$ cat config.mk
export PLATFORM = sky130hd
export DESIGN_NAME = sfc_fault_top
export DESIGN_NICKNAME = d
export VERILOG_FILES = /design/src/design/sfc_pkg.sv /design/src/design/sfc_sync2.sv /design/src/design/sfc_wire_mon.sv /design/src/design/sfc_fault_top.sv
export SDC_FILE = /design/constraint.sdc
export NUM_CORES = 1
export LEC_CHECK = 0
export CORE_MARGIN = 2
export CORE_UTILIZATION = 65
export DETAILED_ROUTE_END_ITERATION = 6
export DONT_BUFFER_PORTS = 1
export PLACE_DENSITY = 0.81
export SLEW_MARGIN = 10
export SYNTH_ARGS = -nofsm -noshare
export SYNTH_HDL_FRONTEND = slang
export SYNTH_SLANG_ARGS = --single-unit
$ cat constraint.sdc
create_clock -name i_ref_clk -period 10.5 [get_ports i_ref_clk]
set_input_delay 1.05 -clock i_ref_clk [delete_from_list [all_inputs] [get_ports i_ref_clk]]
set_output_delay 1.05 -clock i_ref_clk [all_outputs]
set_load 0.005 [all_outputs]
$ cat src/design/sfc_pkg.sv
// Shared constants and types for the servo fault code logic
package sfc_pkg;
    // Register byte offsets on the bus
    localparam logic [7:0] SFC_ERR_OFS   = 8'h00;
    localparam logic [7:0] SFC_CFG_OFS   = 8'h04;
    localparam logic [7:0] SFC_STAT_OFS  = 8'h08;
    localparam logic [7:0] SFC_MASK_OFS  = 8'h0c;
    localparam logic [7:0] SFC_PANEL_OFS = 8'h10;
    localparam logic [7:0] SFC_LIVE_OFS  = 8'h14;

    // Field positions of the error code word
    localparam int SFC_SUB_LSB  = 0;
    localparam int SFC_MAIN_LSB = 8;
    localparam int SFC_VLD_BIT  = 16;
    localparam int SFC_NCLR_BIT = 17;

    // Main error codes
    localparam logic [7:0] SFC_MAIN_LINK   = 8'h32;
    localparam logic [7:0] SFC_MAIN_STAT   = 8'h33;
    localparam logic [7:0] SFC_MAIN_PHASE  = 8'h37;
    localparam logic [7:0] SFC_MAIN_FORCED = 8'h57;
    localparam logic [7:0] SFC_MAIN_MOTOR  = 8'h5f;
    localparam logic [7:0] SFC_MAIN_SELF   = 8'h63;

    // Sub codes
    localparam logic [7:0] SFC_SUB_LOSS  = 8'h00;
    localparam logic [7:0] SFC_SUB_DATA  = 8'h01;
    localparam logic [7:0] SFC_SUB_PH_A  = 8'h00;
    localparam logic [7:0] SFC_SUB_PH_B  = 8'h01;
    localparam logic [7:0] SFC_SUB_PH_Z  = 8'h02;
    localparam logic [7:0] SFC_SUB_ZERO  = 8'h00;
    localparam logic [2:0] SFC_MOTOR_MAX = 3'h4;

    // Widths
    localparam int SFC_SCALE_BITS = 6;
    localparam int SFC_IRQ_W      = 2;

    // Interrupt status bits
    localparam int SFC_IRQ_RAISE = 0;
    localparam int SFC_IRQ_CLEAR = 1;

    // Reset values
    localparam logic [7:0]           SFC_LIMIT_RST = 8'h03;
    localparam logic [SFC_IRQ_W-1:0] SFC_MASK_RST  = 2'h0;

    // Timing: wire break must persist this long
    localparam int SFC_CLK_MHZ       = 40;
    localparam int SFC_WIRE_BREAK_US = 50;
    localparam int SFC_WIRE_BREAK_CYC = SFC_WIRE_BREAK_US * SFC_CLK_MHZ;

    // Latch state of the error record
    typedef enum logic [1:0] {
        SFC_ST_CLEAN,
        SFC_ST_SOFT,
        SFC_ST_HARD
    } sfc_state_t;
endpackage : sfc_pkg

$ cat src/design/sfc_sync2.sv
// Two-flop synchroniser for a group of asynchronous pin levels
`timescale 1ns/10ps
module sfc_sync2 #(
    parameter int W = 1
) (
    input  wire logic         i_ref_clk,
    input  wire logic         i_sys_rst,
    input  wire logic [W-1:0] i_async,
    output logic      [W-1:0] o_sync
);
    // First stage, read only by the second
    logic [W-1:0] meta_r;

    // Both stages reset to zero
    always_ff @(posedge i_ref_clk or posedge i_sys_rst) begin
        if (i_sys_rst) begin
            meta_r <= '0;
            o_sync <= '0;
        end else begin
            meta_r <= i_async;
            o_sync <= meta_r;
        end
    end
endmodule : sfc_sync2

$ cat src/design/sfc_wire_mon.sv
// Broken differential line detector for one quadrature phase
`timescale 1ns/10ps
module sfc_wire_mon #(
    parameter int BREAK_CYC = sfc_pkg::SFC_WIRE_BREAK_CYC
) (
    input  wire logic i_ref_clk,
    input  wire logic i_sys_rst,
    input  wire logic i_pos,
    input  wire logic i_neg,
    output logic      o_broken
);
    import sfc_pkg::*;

    localparam int CW = $clog2(BREAK_CYC + 1);
    localparam logic [CW-1:0] LAST = CW'(BREAK_CYC - 1);

    // Cycles with both halves at one level
    logic [CW-1:0] same_cnt_r;
    // A healthy pair is always complementary
    logic          same;

    assign same = (i_pos == i_neg);

    // Count only an unbroken run; a glitch restarts it
    always_ff @(posedge i_ref_clk or posedge i_sys_rst) begin
        if (i_sys_rst) begin
            same_cnt_r <= '0;
            o_broken   <= 1'b0;
        end else if (!same) begin
            same_cnt_r <= '0;
            o_broken   <= 1'b0;
        end else if (same_cnt_r == LAST) begin
            o_broken <= 1'b1;
        end else begin
            same_cnt_r <= same_cnt_r + 1'b1;
        end
    end
endmodule : sfc_wire_mon

$ cat src/design/sfc_fault_top.sv
// Fault detection, error code latch and bus registers of the servo drive
// Overview of operation
// - Repeated scale link loss raises 50.0
// - Corrupted scale data raises 50.1
// - Scale error bit n raises 51.n
// - 51 holds until power cycle; panel clear only pulses the scale
// - Broken A, B, Z line raises 55.0-2
// - Forced alarm input raises 87.0
// - Motor mismatch raises 95, sub 0-4
// - Self-diagnosis fault raises out-of-list code
// - Codes other than 87.0 ignore alarm clear input
//
// Chosen here: the AHB-Lite register port and the register addresses.
`timescale 1ns/10ps
module sfc_fault_top
    import sfc_pkg::*;
#(
    parameter int BREAK_CYC = sfc_pkg::SFC_WIRE_BREAK_CYC
) (
    input  wire logic        i_ref_clk,
    input  wire logic        i_sys_rst,
    // AHB-Lite slave
    input  wire logic        i_hsel,
    input  wire logic [31:0] i_haddr,
    input  wire logic [1:0]  i_htrans,
    input  wire logic        i_hwrite,
    input  wire logic [2:0]  i_hsize,
    input  wire logic        i_hready,
    input  wire logic [31:0] i_hwdata,
    output logic      [31:0] o_hrdata,
    output logic             o_hreadyout,
    output logic             o_hresp,
    // Scale receiver, same clock
    input  wire logic        i_scale_frame_good,
    input  wire logic        i_scale_frame_miss,
    input  wire logic        i_scale_frame_bad,
    input  wire logic [sfc_pkg::SFC_SCALE_BITS-1:0] i_scale_error_code_bits,
    // Quadrature line pairs, asynchronous pins
    input  wire logic [2:0]  i_scale_phase_p,
    input  wire logic [2:0]  i_scale_phase_n,
    // Host pins, asynchronous
    input  wire logic        i_forced_alarm,
    input  wire logic        i_alarm_clear_input,
    // Motor recognition, same clock
    input  wire logic        i_motor_id_done,
    input  wire logic        i_motor_mismatch,
    input  wire logic [2:0]  i_motor_sub,
    // Self-diagnosis, same clock
    input  wire logic        i_self_diag_fault,
    input  wire logic [7:0]  i_self_diag_sub,
    // Error report
    output logic             o_err_active,
    output logic             o_err_nonclr,
    output logic      [7:0]  o_err_main,
    output logic      [7:0]  o_err_sub,
    output logic             o_scale_err_clr,
    output logic             o_irq
);
    import sfc_pkg::*;

    // Synchronised pin levels
    logic [2:0]  ph_p_s;
    logic [2:0]  ph_n_s;
    logic [1:0]  host_s;
    logic        fa_s;
    logic        aclr_s;
    logic        aclr_d_r;
    logic        aclr_rise;
    // Phase break flags
    logic [2:0]  ph_broken;
    // Link loss counter and limit
    logic [7:0]  miss_cnt_r;
    logic [7:0]  limit_r;
    // Detections
    logic        det_loss;
    logic        det_data;
    logic        det_stat;
    logic        det_phase;
    logic        det_motor;
    logic        det_self;
    logic        det_any;
    // Priority pick
    logic [7:0]  pick_main;
    logic [7:0]  pick_sub;
    logic        pick_hard;
    // Latch state
    sfc_state_t  st_r;
    logic        soft_clr;
    logic        raise;
    // Interrupt registers
    logic [SFC_IRQ_W-1:0] stat_r;
    logic [SFC_IRQ_W-1:0] mask_r;
    logic [SFC_IRQ_W-1:0] stat_nxt;
    logic [SFC_IRQ_W-1:0] w1c;
    // Bus data phase capture
    logic        wr_pend_r;
    logic [7:0]  wr_addr_r;
    logic        acc;
    logic [31:0] rd_nxt;
    // Pin synchronisers
    sfc_sync2 #(.W(3)) u_sync_p (
        .i_ref_clk (i_ref_clk),
        .i_sys_rst (i_sys_rst),
        .i_async   (i_scale_phase_p),
        .o_sync    (ph_p_s)
    );
    sfc_sync2 #(.W(3)) u_sync_n (
        .i_ref_clk (i_ref_clk),
        .i_sys_rst (i_sys_rst),
        .i_async   (i_scale_phase_n),
        .o_sync    (ph_n_s)
    );
    sfc_sync2 #(.W(2)) u_sync_host (
        .i_ref_clk (i_ref_clk),
        .i_sys_rst (i_sys_rst),
        .i_async   ({i_forced_alarm, i_alarm_clear_input}),
        .o_sync    (host_s)
    );
    assign fa_s   = host_s[1];
    assign aclr_s = host_s[0];
    // One wire monitor per phase: A, B, Z
    genvar g;
    generate
        for (g = 0; g < 3; g++) begin : g_phase
            sfc_wire_mon #(.BREAK_CYC(BREAK_CYC)) u_mon (
                .i_ref_clk (i_ref_clk),
                .i_sys_rst (i_sys_rst),
                .i_pos     (ph_p_s[g]),
                .i_neg     (ph_n_s[g]),
                .o_broken  (ph_broken[g])
            );
        end
    endgenerate
    // Alarm clear edge; a held input clears only once
    always_ff @(posedge i_ref_clk or posedge i_sys_rst) begin
        if (i_sys_rst) begin
            aclr_d_r <= 1'b0;
        end else begin
            aclr_d_r <= aclr_s;
        end
    end
    assign aclr_rise = aclr_s && !aclr_d_r;
    // Consecutive missed frames; a good frame restarts the run
    always_ff @(posedge i_ref_clk or posedge i_sys_rst) begin
        if (i_sys_rst) begin
            miss_cnt_r <= 8'h00;
        end else if (i_scale_frame_good) begin
            miss_cnt_r <= 8'h00;
        end else if (i_scale_frame_miss && miss_cnt_r != 8'hff) begin
            miss_cnt_r <= miss_cnt_r + 8'h01;
        end
    end
    // Detections; a limit of zero acts as one
    assign det_loss  = miss_cnt_r != 8'h00 && miss_cnt_r >= limit_r;
    assign det_data  = i_scale_frame_bad;
    assign det_stat  = |i_scale_error_code_bits;
    assign det_phase = |ph_broken;
    assign det_motor = i_motor_id_done && i_motor_mismatch;
    assign det_self  = i_self_diag_fault;
    assign det_any   = det_loss || det_data || det_stat || det_phase
                    || det_motor || det_self || fa_s;
    // Fixed priority among simultaneous causes, internal first
    always_comb begin
        pick_main = SFC_MAIN_FORCED;
        pick_sub  = SFC_SUB_ZERO;
        pick_hard = 1'b1;
        if (det_self) begin
            pick_main = SFC_MAIN_SELF;
            pick_sub  = i_self_diag_sub;
        end else if (det_motor) begin
            pick_main = SFC_MAIN_MOTOR;
            // Out-of-range sub codes saturate at the top value
            pick_sub  = (i_motor_sub > SFC_MOTOR_MAX)
                      ? {5'h00, SFC_MOTOR_MAX} : {5'h00, i_motor_sub};
        end else if (det_phase) begin
            pick_main = SFC_MAIN_PHASE;
            pick_sub  = ph_broken[0] ? SFC_SUB_PH_A
                      : ph_broken[1] ? SFC_SUB_PH_B : SFC_SUB_PH_Z;
        end else if (det_stat) begin
            pick_main = SFC_MAIN_STAT;
            pick_sub  = SFC_SUB_ZERO;
            // Lowest set bit names the sub code
            for (int n = SFC_SCALE_BITS - 1; n >= 0; n--) begin
                if (i_scale_error_code_bits[n]) begin
                    pick_sub = 8'(n);
                end
            end
        end else if (det_loss) begin
            pick_main = SFC_MAIN_LINK;
            pick_sub  = SFC_SUB_LOSS;
        end else if (det_data) begin
            pick_main = SFC_MAIN_LINK;
            pick_sub  = SFC_SUB_DATA;
        end else begin
            pick_hard = 1'b0;
        end
    end
    // Clearable error goes once its cause is gone and clear rises
    assign soft_clr = st_r == SFC_ST_SOFT && aclr_rise && !fa_s;
    assign raise    = st_r == SFC_ST_CLEAN && det_any;
    // Error latch; only reset empties a hard error
    always_ff @(posedge i_ref_clk or posedge i_sys_rst) begin
        if (i_sys_rst) begin
            st_r       <= SFC_ST_CLEAN;
            o_err_main <= 8'h00;
            o_err_sub  <= 8'h00;
        end else begin
            unique case (st_r)
                SFC_ST_CLEAN: begin
                    if (det_any) begin
                        o_err_main <= pick_main;
                        o_err_sub  <= pick_sub;
                        st_r <= pick_hard ? SFC_ST_HARD : SFC_ST_SOFT;
                    end
                end
                SFC_ST_SOFT: begin
                    if (soft_clr) begin
                        st_r <= SFC_ST_CLEAN;
                    end
                end
                SFC_ST_HARD: st_r <= SFC_ST_HARD;
            endcase
        end
    end
    assign o_err_active = st_r != SFC_ST_CLEAN;
    assign o_err_nonclr = st_r == SFC_ST_HARD;
    // Bus: zero wait states, always OKAY
    assign o_hreadyout = 1'b1;
    assign o_hresp     = 1'b0;
    assign acc = i_hsel && i_htrans[1] && i_hready;
    // Read data built at address phase, shown in data phase
    always_comb begin
        rd_nxt = 32'h0000_0000;
        unique case (i_haddr[7:0])
            SFC_ERR_OFS: begin
                rd_nxt[SFC_MAIN_LSB +: 8] = o_err_main;
                rd_nxt[SFC_SUB_LSB +: 8]  = o_err_sub;
                rd_nxt[SFC_VLD_BIT]       = o_err_active;
                rd_nxt[SFC_NCLR_BIT]      = o_err_nonclr;
            end
            SFC_CFG_OFS:  rd_nxt[7:0] = limit_r;
            SFC_STAT_OFS: rd_nxt[SFC_IRQ_W-1:0] = stat_r;
            SFC_MASK_OFS: rd_nxt[SFC_IRQ_W-1:0] = mask_r;
            SFC_LIVE_OFS: begin
                rd_nxt[SFC_SCALE_BITS-1:0] = i_scale_error_code_bits;
                rd_nxt[8 +: 3] = ph_broken;
                rd_nxt[11]     = fa_s;
                rd_nxt[12]     = det_loss;
            end
            // Unmapped and write-only offsets read zero
            default: rd_nxt = 32'h0000_0000;
        endcase
    end
    // Address phase capture and read data register
    always_ff @(posedge i_ref_clk or posedge i_sys_rst) begin
        if (i_sys_rst) begin
            wr_pend_r <= 1'b0;
            wr_addr_r <= 8'h00;
            o_hrdata  <= 32'h0000_0000;
        end else begin
            wr_pend_r <= acc && i_hwrite;
            if (acc) begin
                wr_addr_r <= i_haddr[7:0];
            end
            if (acc && !i_hwrite) begin
                o_hrdata <= rd_nxt;
            end
        end
    end
    // Loss limit and interrupt mask registers
    always_ff @(posedge i_ref_clk or posedge i_sys_rst) begin
        if (i_sys_rst) begin
            limit_r <= SFC_LIMIT_RST;
            mask_r  <= SFC_MASK_RST;
        end else if (wr_pend_r) begin
            if (wr_addr_r == SFC_CFG_OFS) begin
                limit_r <= i_hwdata[7:0];
            end
            if (wr_addr_r == SFC_MASK_OFS) begin
                mask_r <= i_hwdata[SFC_IRQ_W-1:0];
            end
        end
    end
    // Panel command: one-cycle clear request to the scale
    always_ff @(posedge i_ref_clk or posedge i_sys_rst) begin
        if (i_sys_rst) begin
            o_scale_err_clr <= 1'b0;
        end else begin
            o_scale_err_clr <= wr_pend_r && wr_addr_r == SFC_PANEL_OFS
                            && i_hwdata[0];
        end
    end
    // Sticky events, write one to clear; a new event wins
    always_comb begin
        w1c = '0;
        if (wr_pend_r && wr_addr_r == SFC_STAT_OFS) begin
            w1c = i_hwdata[SFC_IRQ_W-1:0];
        end
        stat_nxt = stat_r & ~w1c;
        stat_nxt[SFC_IRQ_RAISE] = stat_nxt[SFC_IRQ_RAISE] | raise;
        stat_nxt[SFC_IRQ_CLEAR] = stat_nxt[SFC_IRQ_CLEAR] | soft_clr;
    end
    // Status and level interrupt output
    always_ff @(posedge i_ref_clk or posedge i_sys_rst) begin
        if (i_sys_rst) begin
            stat_r <= '0;
            o_irq  <= 1'b0;
        end else begin
            stat_r <= stat_nxt;
            o_irq  <= |(stat_nxt & mask_r);
        end
    end
endmodule : sfc_fault_top

-- After elaboration in Yosys (flattened, before gate mapping)
Cells that the tools add are included.
- register bits: 120
- input port bits: 105
- output and inout port bits: 54
- logic and storage cells: 147
- add/subtract/negate cells: 4
- magnitude comparators: 2
- eq/ne operators: 25
- muxes and demuxes: 51
- bitwise logic cells: 5
- reductions and logical operators: 35
- operators by type and width (kind ; count):
    $mux W8 ; 11
    $mux W11 ; 6
    $mux W7 ; 6
    $add A11 B1 Y11 const B ; 3
    $eq A11 B11 Y1 const B ; 3
    $eq A8 B4 Y1 const B ; 4
    $eq A8 B3 Y1 const B ; 2
    $eq A8 B5 Y1 const B ; 2
    $ne A2 B2 Y1 const B ; 8
    $logic_and A1 B1 Y1 ; 14
    $mux W1 ; 14
    $mux W2 ; 6
    $pmux W4 S3 ; 1
    $pmux W2 S5 ; 1
    $pmux W5 S2 ; 1
    $add A8 B1 Y8 const B ; 1
    $ge A8 B8 Y1 ; 1
    $logic_not A8 Y1 ; 1
    $ne A8 B8 Y1 const B ; 1
    $reduce_and A2 Y1 ; 4
    $reduce_bool A8 Y1 ; 1
    $logic_or A1 B1 Y1 ; 6
    $mux W3 ; 2
    $pmux W2 S3 ; 1
    15 further kinds ; 22

-- Depth between registers and ports, before layout
- depth after elaboration: 12
- mapped depth: 9
- depth with buffers taken out: 8

-- By module
Synthesis repeated with hierarchy kept, for this count alone.
- cells, all modules: 583
- area, all modules: 5835.6 µm²
- by module, submodules not included (module ; instances ; cells an instance ; area an instance (µm²)):
    sfc_fault_top ; 1 ; 375 ; 3490.8
    sfc_wire_mon ; 3 ; 63 ; 644.4
    sfc_sync2 (u_sync_n ...) ; 2 ; 7 ; 153.9
    sfc_sync2 (u_sync_host) ; 1 ; 5 ; 103.8

-- Worst setup path after synthesis
OpenSTA, ideal clock, no wires.
- kind: input to register
- start: input port i_scale_error_code_bits[0] (netlist name)
- end: register o_err_sub[0]
- setup time: 0.125 ns
- arrival: 2.572 ns
- path slack: 7.803 ns
- stages on the path: 6
- path buffers: 1
- cell sequence: nor4_1 nand2_1 or4_1 o21ai_2 buf_6 mux2_2
- cells in the longest elaborated chain, start to end: 7
- elaborated cells between the ends (all ways): 12
- those cells by class: mux: 5; reduce/logical: 7
- RTL lines (item ; line ; RTL):
    start: declaration ; sfc_fault_top.sv:37 ; input wire logic [sfc_pkg::SFC_SCALE_BITS-1:0] i_scale_error_code_bits,
    $reduce_or A6 Y1 ; sfc_fault_top.sv:156 ; assign det_stat = |i_scale_error_code_bits;
    $logic_or A1 B1 Y1 (2 in a row) ; sfc_fault_top.sv:160 ; assign det_any = det_loss || det_data || det_stat || det_phase
    $logic_or A1 B1 Y1 (3 in a row) ; sfc_fault_top.sv:161 ; || det_motor || det_self || fa_s;
    $reduce_and A2 Y1 (no source line) ; -- ;
    end signal: assignment ; sfc_fault_top.sv:212 ; o_err_sub <= pick_sub;
    end: declaration ; sfc_fault_top.sv:55 ; output logic [7:0] o_err_sub,
Parallel ways exist; a longest one is shown, timed or not.
A chain may end at the register's enable or synchronous reset.

-- Worst setup path in the final report
- start: register limit_r[0]
- end: register o_err_sub[0]
- cells in the longest elaborated chain, start to end: 9
- elaborated cells between the ends (all ways): 14
- those cells by class: order compare: 1; mux: 5; reduce/logical: 8
- RTL lines (item ; line ; RTL):
    start: declaration ; sfc_fault_top.sv:73 ; logic [7:0] limit_r;
    start signal: assignment ; sfc_fault_top.sv:277 ; limit_r <= i_hwdata[7:0];
    $ge A8 B8 Y1 * ; sfc_fault_top.sv:154 ; assign det_loss = miss_cnt_r != 8'h00 && miss_cnt_r >= limit_r;
    $logic_and A1 B1 Y1 * ; sfc_fault_top.sv:154 ;
    parallel branches: the longest is 7 deep, another holds $mux W8 ; -- ;
Mark *: on every way between the ends.

==> impl_metrics.py <==
metrics = {
    "synthesis": {
        "syn_area_sq_um": 5570,
        "synthesis.yosys.warnings": 0,
        "synth_largest_area_cell": "dfrtp_1",
        "synthTopCellsByArea": "dfrtp_1 52%, nand2_1 4.3%, nor2_1 4.2%",
        "synthArstFlopShare": 1.00,
        "synth.lib_cells_used.distinct": 60,
        "post_synth_inst_count": 545,
        "synth_top_cell_area_share": 0.521,
        "ys_ff_latch": 118,
        "synth-main-ff-cell": "dfrtp_1",
        "synthesis.area_per_instance_sq_um": 10.2,
        "number_of_synthesized_flops_with_an_enable_pin": 0,
        "yosysSeqAreaShare": 0.531,
    },
    "timing": {
        "finalSetupViolations": 0,
        "finalSetupTns_ns": 0,
        "hold_viol": 0,
        "report.final.slew_viol_count": 0,
        "slew_of_the_pin_with_the_lowest_slew_margin_ns": 1.17,
        "timing.fmax_mhz": 343,
        "fin_worst_skew_ns": 0.00921,
        "max_slew_margin": 0.220,
        "final.min_clock_period_ns": 2.92,
        "unrepaired_setup_endpoints_after_global_routing": "false",
        "layout_worst_path_cycle_share": 0.278,
    },
    "global_route": {
        "grt.total_usage": 0.269,
        "globalRouteOverflowTotal": 0,
        "grt_pass1_wl_mm": 18.7,
        "grt_antenna_before_repair": 1,
        "grt_start_max_net_pins": 73,
        "first_global_vias": 3864,
    },
    "placed_design": {
        "port_buffers": 0,
        "dp_hpwl_mm": 7.92,
        "final_weighted_congestion_in_routability_driven_placement": 0.910,
    },
    "clock_tree": {
        "clk_path_buf_depth": 2,
        "path_clk_slew_ns": 0.06,
        "cts_setup_buffers": 0,
        "post_cts_resize_count": 0,
        "clock_sink_count": 118,
        "clk_root_buffer_cell": "clkbuf_8",
        "clock_insertion_delay_worst_skew_ns": 0.52,
        "cts.htree.levels": 4,
        "cts_tree": "built",
        "cts_buffers": 17,
        "cts_hold_buf": 0,
    },
    "pwr": {
        "switching_power_uw": 258,
        "vdd_ir_drop_max_v": 0.000115,
        "totalPowerFinal_mw": 1.08,
        "leakagePower_nw": 2.78,
        "internal-power_uw": 817,
        "cellPowerDensity_nw_per_um2": 176,
        "seqPwrFrac": 0.455,
        "switching_share": 0.240,
        "share_clk_of_total_power": 0.494,
        "power.share.combinational": 0.051,
    },
    "layout": {
        "flow.area_growth_from_synthesis_pct": 9.98,
        "filler_cell_count": 555,
        "fraction_of_final_layout_cells_sized_beyond_drive_strength_1": 0.111,
        "nNetsFinal": 669,
    },
    "critical_path": {
        "worst_setup_path_end_kind": "register",
        "path_depth": 6,
        "setup.worst_path.start": "limit_r[0]",
        "setup.worst_path.end": "o_err_sub[0]",
        "timing.critical_path.cells": "ha_1 -> nand2b_4 -> a2111o_1 -> a32o_2 -> o21ai_2 -> mux2_2",
        "reg2reg_from": "limit_r[0]",
        "cpLargestDelayFamily": "compound AO/OA/AOI/OAI gates",
        "worst-setup-path-type": "register to register",
        "critical_path_arrival_ns": 3.32,
        "reg2reg_setup_slack_ns": 7.58,
        "timing.critical_path.buf_inv": 0,
        "r2r_end": "o_err_sub[0]",
        "ff2ff_path_depth": 6,
        "critPathSlowestCell": "o21ai_2",
        "startpoint_type": "register",
        "cp_max_fo": 21,
        "timing.critical_path.required_ns": 10.90,
        "cpPeakStageDelay_ns": 0.73,
    },
    "drt": {
        "detailedRoute.firstIterationViolations": 295,
        "detailroute.via_count": 3981,
        "final_antenna_net_count": 0,
        "finalWirelength_mm": 11.6,
        "routed_wire_length_per_instance_um": 17.4,
        "residual_drc_count": 0,
        "drt-vias-per-instance": 5.97,
        "drt_pre_antenna_iters": 5,
    },
    "flow_run": {
        "max_cap_viol_count": 0,
    },
    "floorplan": {
        "design.die.area_sq_um": 9320,
        "ioPinCount": 159,
        "effective_utilization_at_floorplan": 0.674,
        "die_width_um": 96.6,
        "fp.dieH_um": 96.6,
        "coreArea_sq_um": 8260,
        "rows": 33,
    },
    "min_path": {
        "timing.hold.worst.class": "register to register",
    },
    "run_status": {
        "status": "finished clean",
    },
}
## worst min path at each step
stage / endpoint / cells past startpoint / start / slack [ns]
3_5_place_dp: u_sync_p.o_sync[1] / 0 / u_sync_p.meta_r[1] / 0.33
2_1_floorplan: u_sync_host.o_sync[0] / 0 / u_sync_host.meta_r[0] / 0.33
3_3_place_gp: u_sync_p.o_sync[0] / 0 / u_sync_p.meta_r[0] / 0.33
5_1_grt: u_sync_p.o_sync[0] / 0 / u_sync_p.meta_r[0] / 0.35
4_1_cts: u_sync_p.o_sync[0] / 0 / u_sync_p.meta_r[0] / 0.35
6_report: u_sync_p.o_sync[0] / 0 / u_sync_p.meta_r[0] / 0.34
## synth_stat cells (3+ instances only)
cell type,number
a21oi_1,24
a22o_1,6
a22oi_1,9
and3_1,3
buf_4,19
clkbuf_1,10
dfrtp_1,116
ha_1,16
inv_1,18
mux2_2,12
nand2_1,64
nand2b_1,7
nand3_1,23
nand3b_1,4
nand4_1,7
nor2_1,62
nor2b_1,5
nor3_1,17
nor3b_1,3
o21ai_0,30
o21ai_1,4
or3_1,8
xnor2_1,12
xor2_1,18
## power by group through the flow
stage	sequential, mW	combinational (mW)	clock, mW
after floorplan	0.492	0.0513	0
after global placement	0.495	0.0517	0
after detailed placement	0.496	0.0541	0
after CTS	0.489	0.0553	0.537
after global routing	0.491	0.0632	0.560
final	0.490	0.0545	0.532
## per-layer routing
metal / GRT usage / wire (um)
met3: 0.0908 / 985
met2: 0.429 / 5550
met1: 0.352 / 4830
met4: 0.0857 / 219
met5: 0 / 0
## metrics by stage
step	cells	hold slack [ns]	setup WS [ns]	utilization	area, sq um
final	667	0.344	7.58	0.742	6120
after global routing	667	0.345	7.47	0.742	6120
after CTS	666	0.347	7.60	0.741	6120
after detailed placement	634	0.335	7.26	0.674	5560
after global placement	634	0.333	7.26	0.674	5560
after floorplan	561	0.331	6.32	-	5630
## registers in the layout, indices dropped and copies added (netlist names), 3 cells and up
register,count
o_hrdata,17
g_phase.u_mon.o_broken,3
u_sync_n.meta_r,3
wr_addr_r,8
u_sync_p.o_sync,3
u_sync_n.o_sync,3
o_err_sub,8
o_err_main,7
miss_cnt_r,8
g_phase.u_mon.same_cnt_r,33
limit_r,8
u_sync_p.meta_r,3
## placed cells by master, fill, tap and decap left out, types with 7 or more instances in the layout
cell type and instances:
inv_1 17, xor2_1 18, mux2_2 12, or3_1 8
nor3_1 17, o21ai_0 30, nor2_1 62, nand4_1 7
a21oi_1 24, clkbuf_16 16, dfrtp_1 116, conb_1 18
xnor2_1 12, ha_1 16, a22oi_1 9, nand2b_1 7
nand2_1 64, nand3_1 23
## cell type report
| class | instances | area, sq um | area share |
|---|---|---|---|
| antenna | 1 | 2.50 | 0.000409 |
| clock buffer | 18 | 428 | 0.0699 |
| clock inverter | 14 | 129 | 0.0210 |
| inverter | 18 | 70.1 | 0.0114 |
| multi-input combinational | 392 | 2400 | 0.392 |
| sequential | 118 | 2960 | 0.483 |
| tap | 105 | 131 | 0.0215 |
| timing repair buffer | 1 | 7.51 | 0.00123 |
## kinds of logic after synthesis
family,synth area share
AO/OA/AOI/OAI,0.106
XOR/XNOR,0.0472
AND/OR/NAND/NOR,0.193
multiplexers,0.0360
buffers and inverters,0.0490
other,0.00135
flip-flops,0.531
adder cells (fa/ha/maj),0.0360
(Power assumes the default switching activity.)
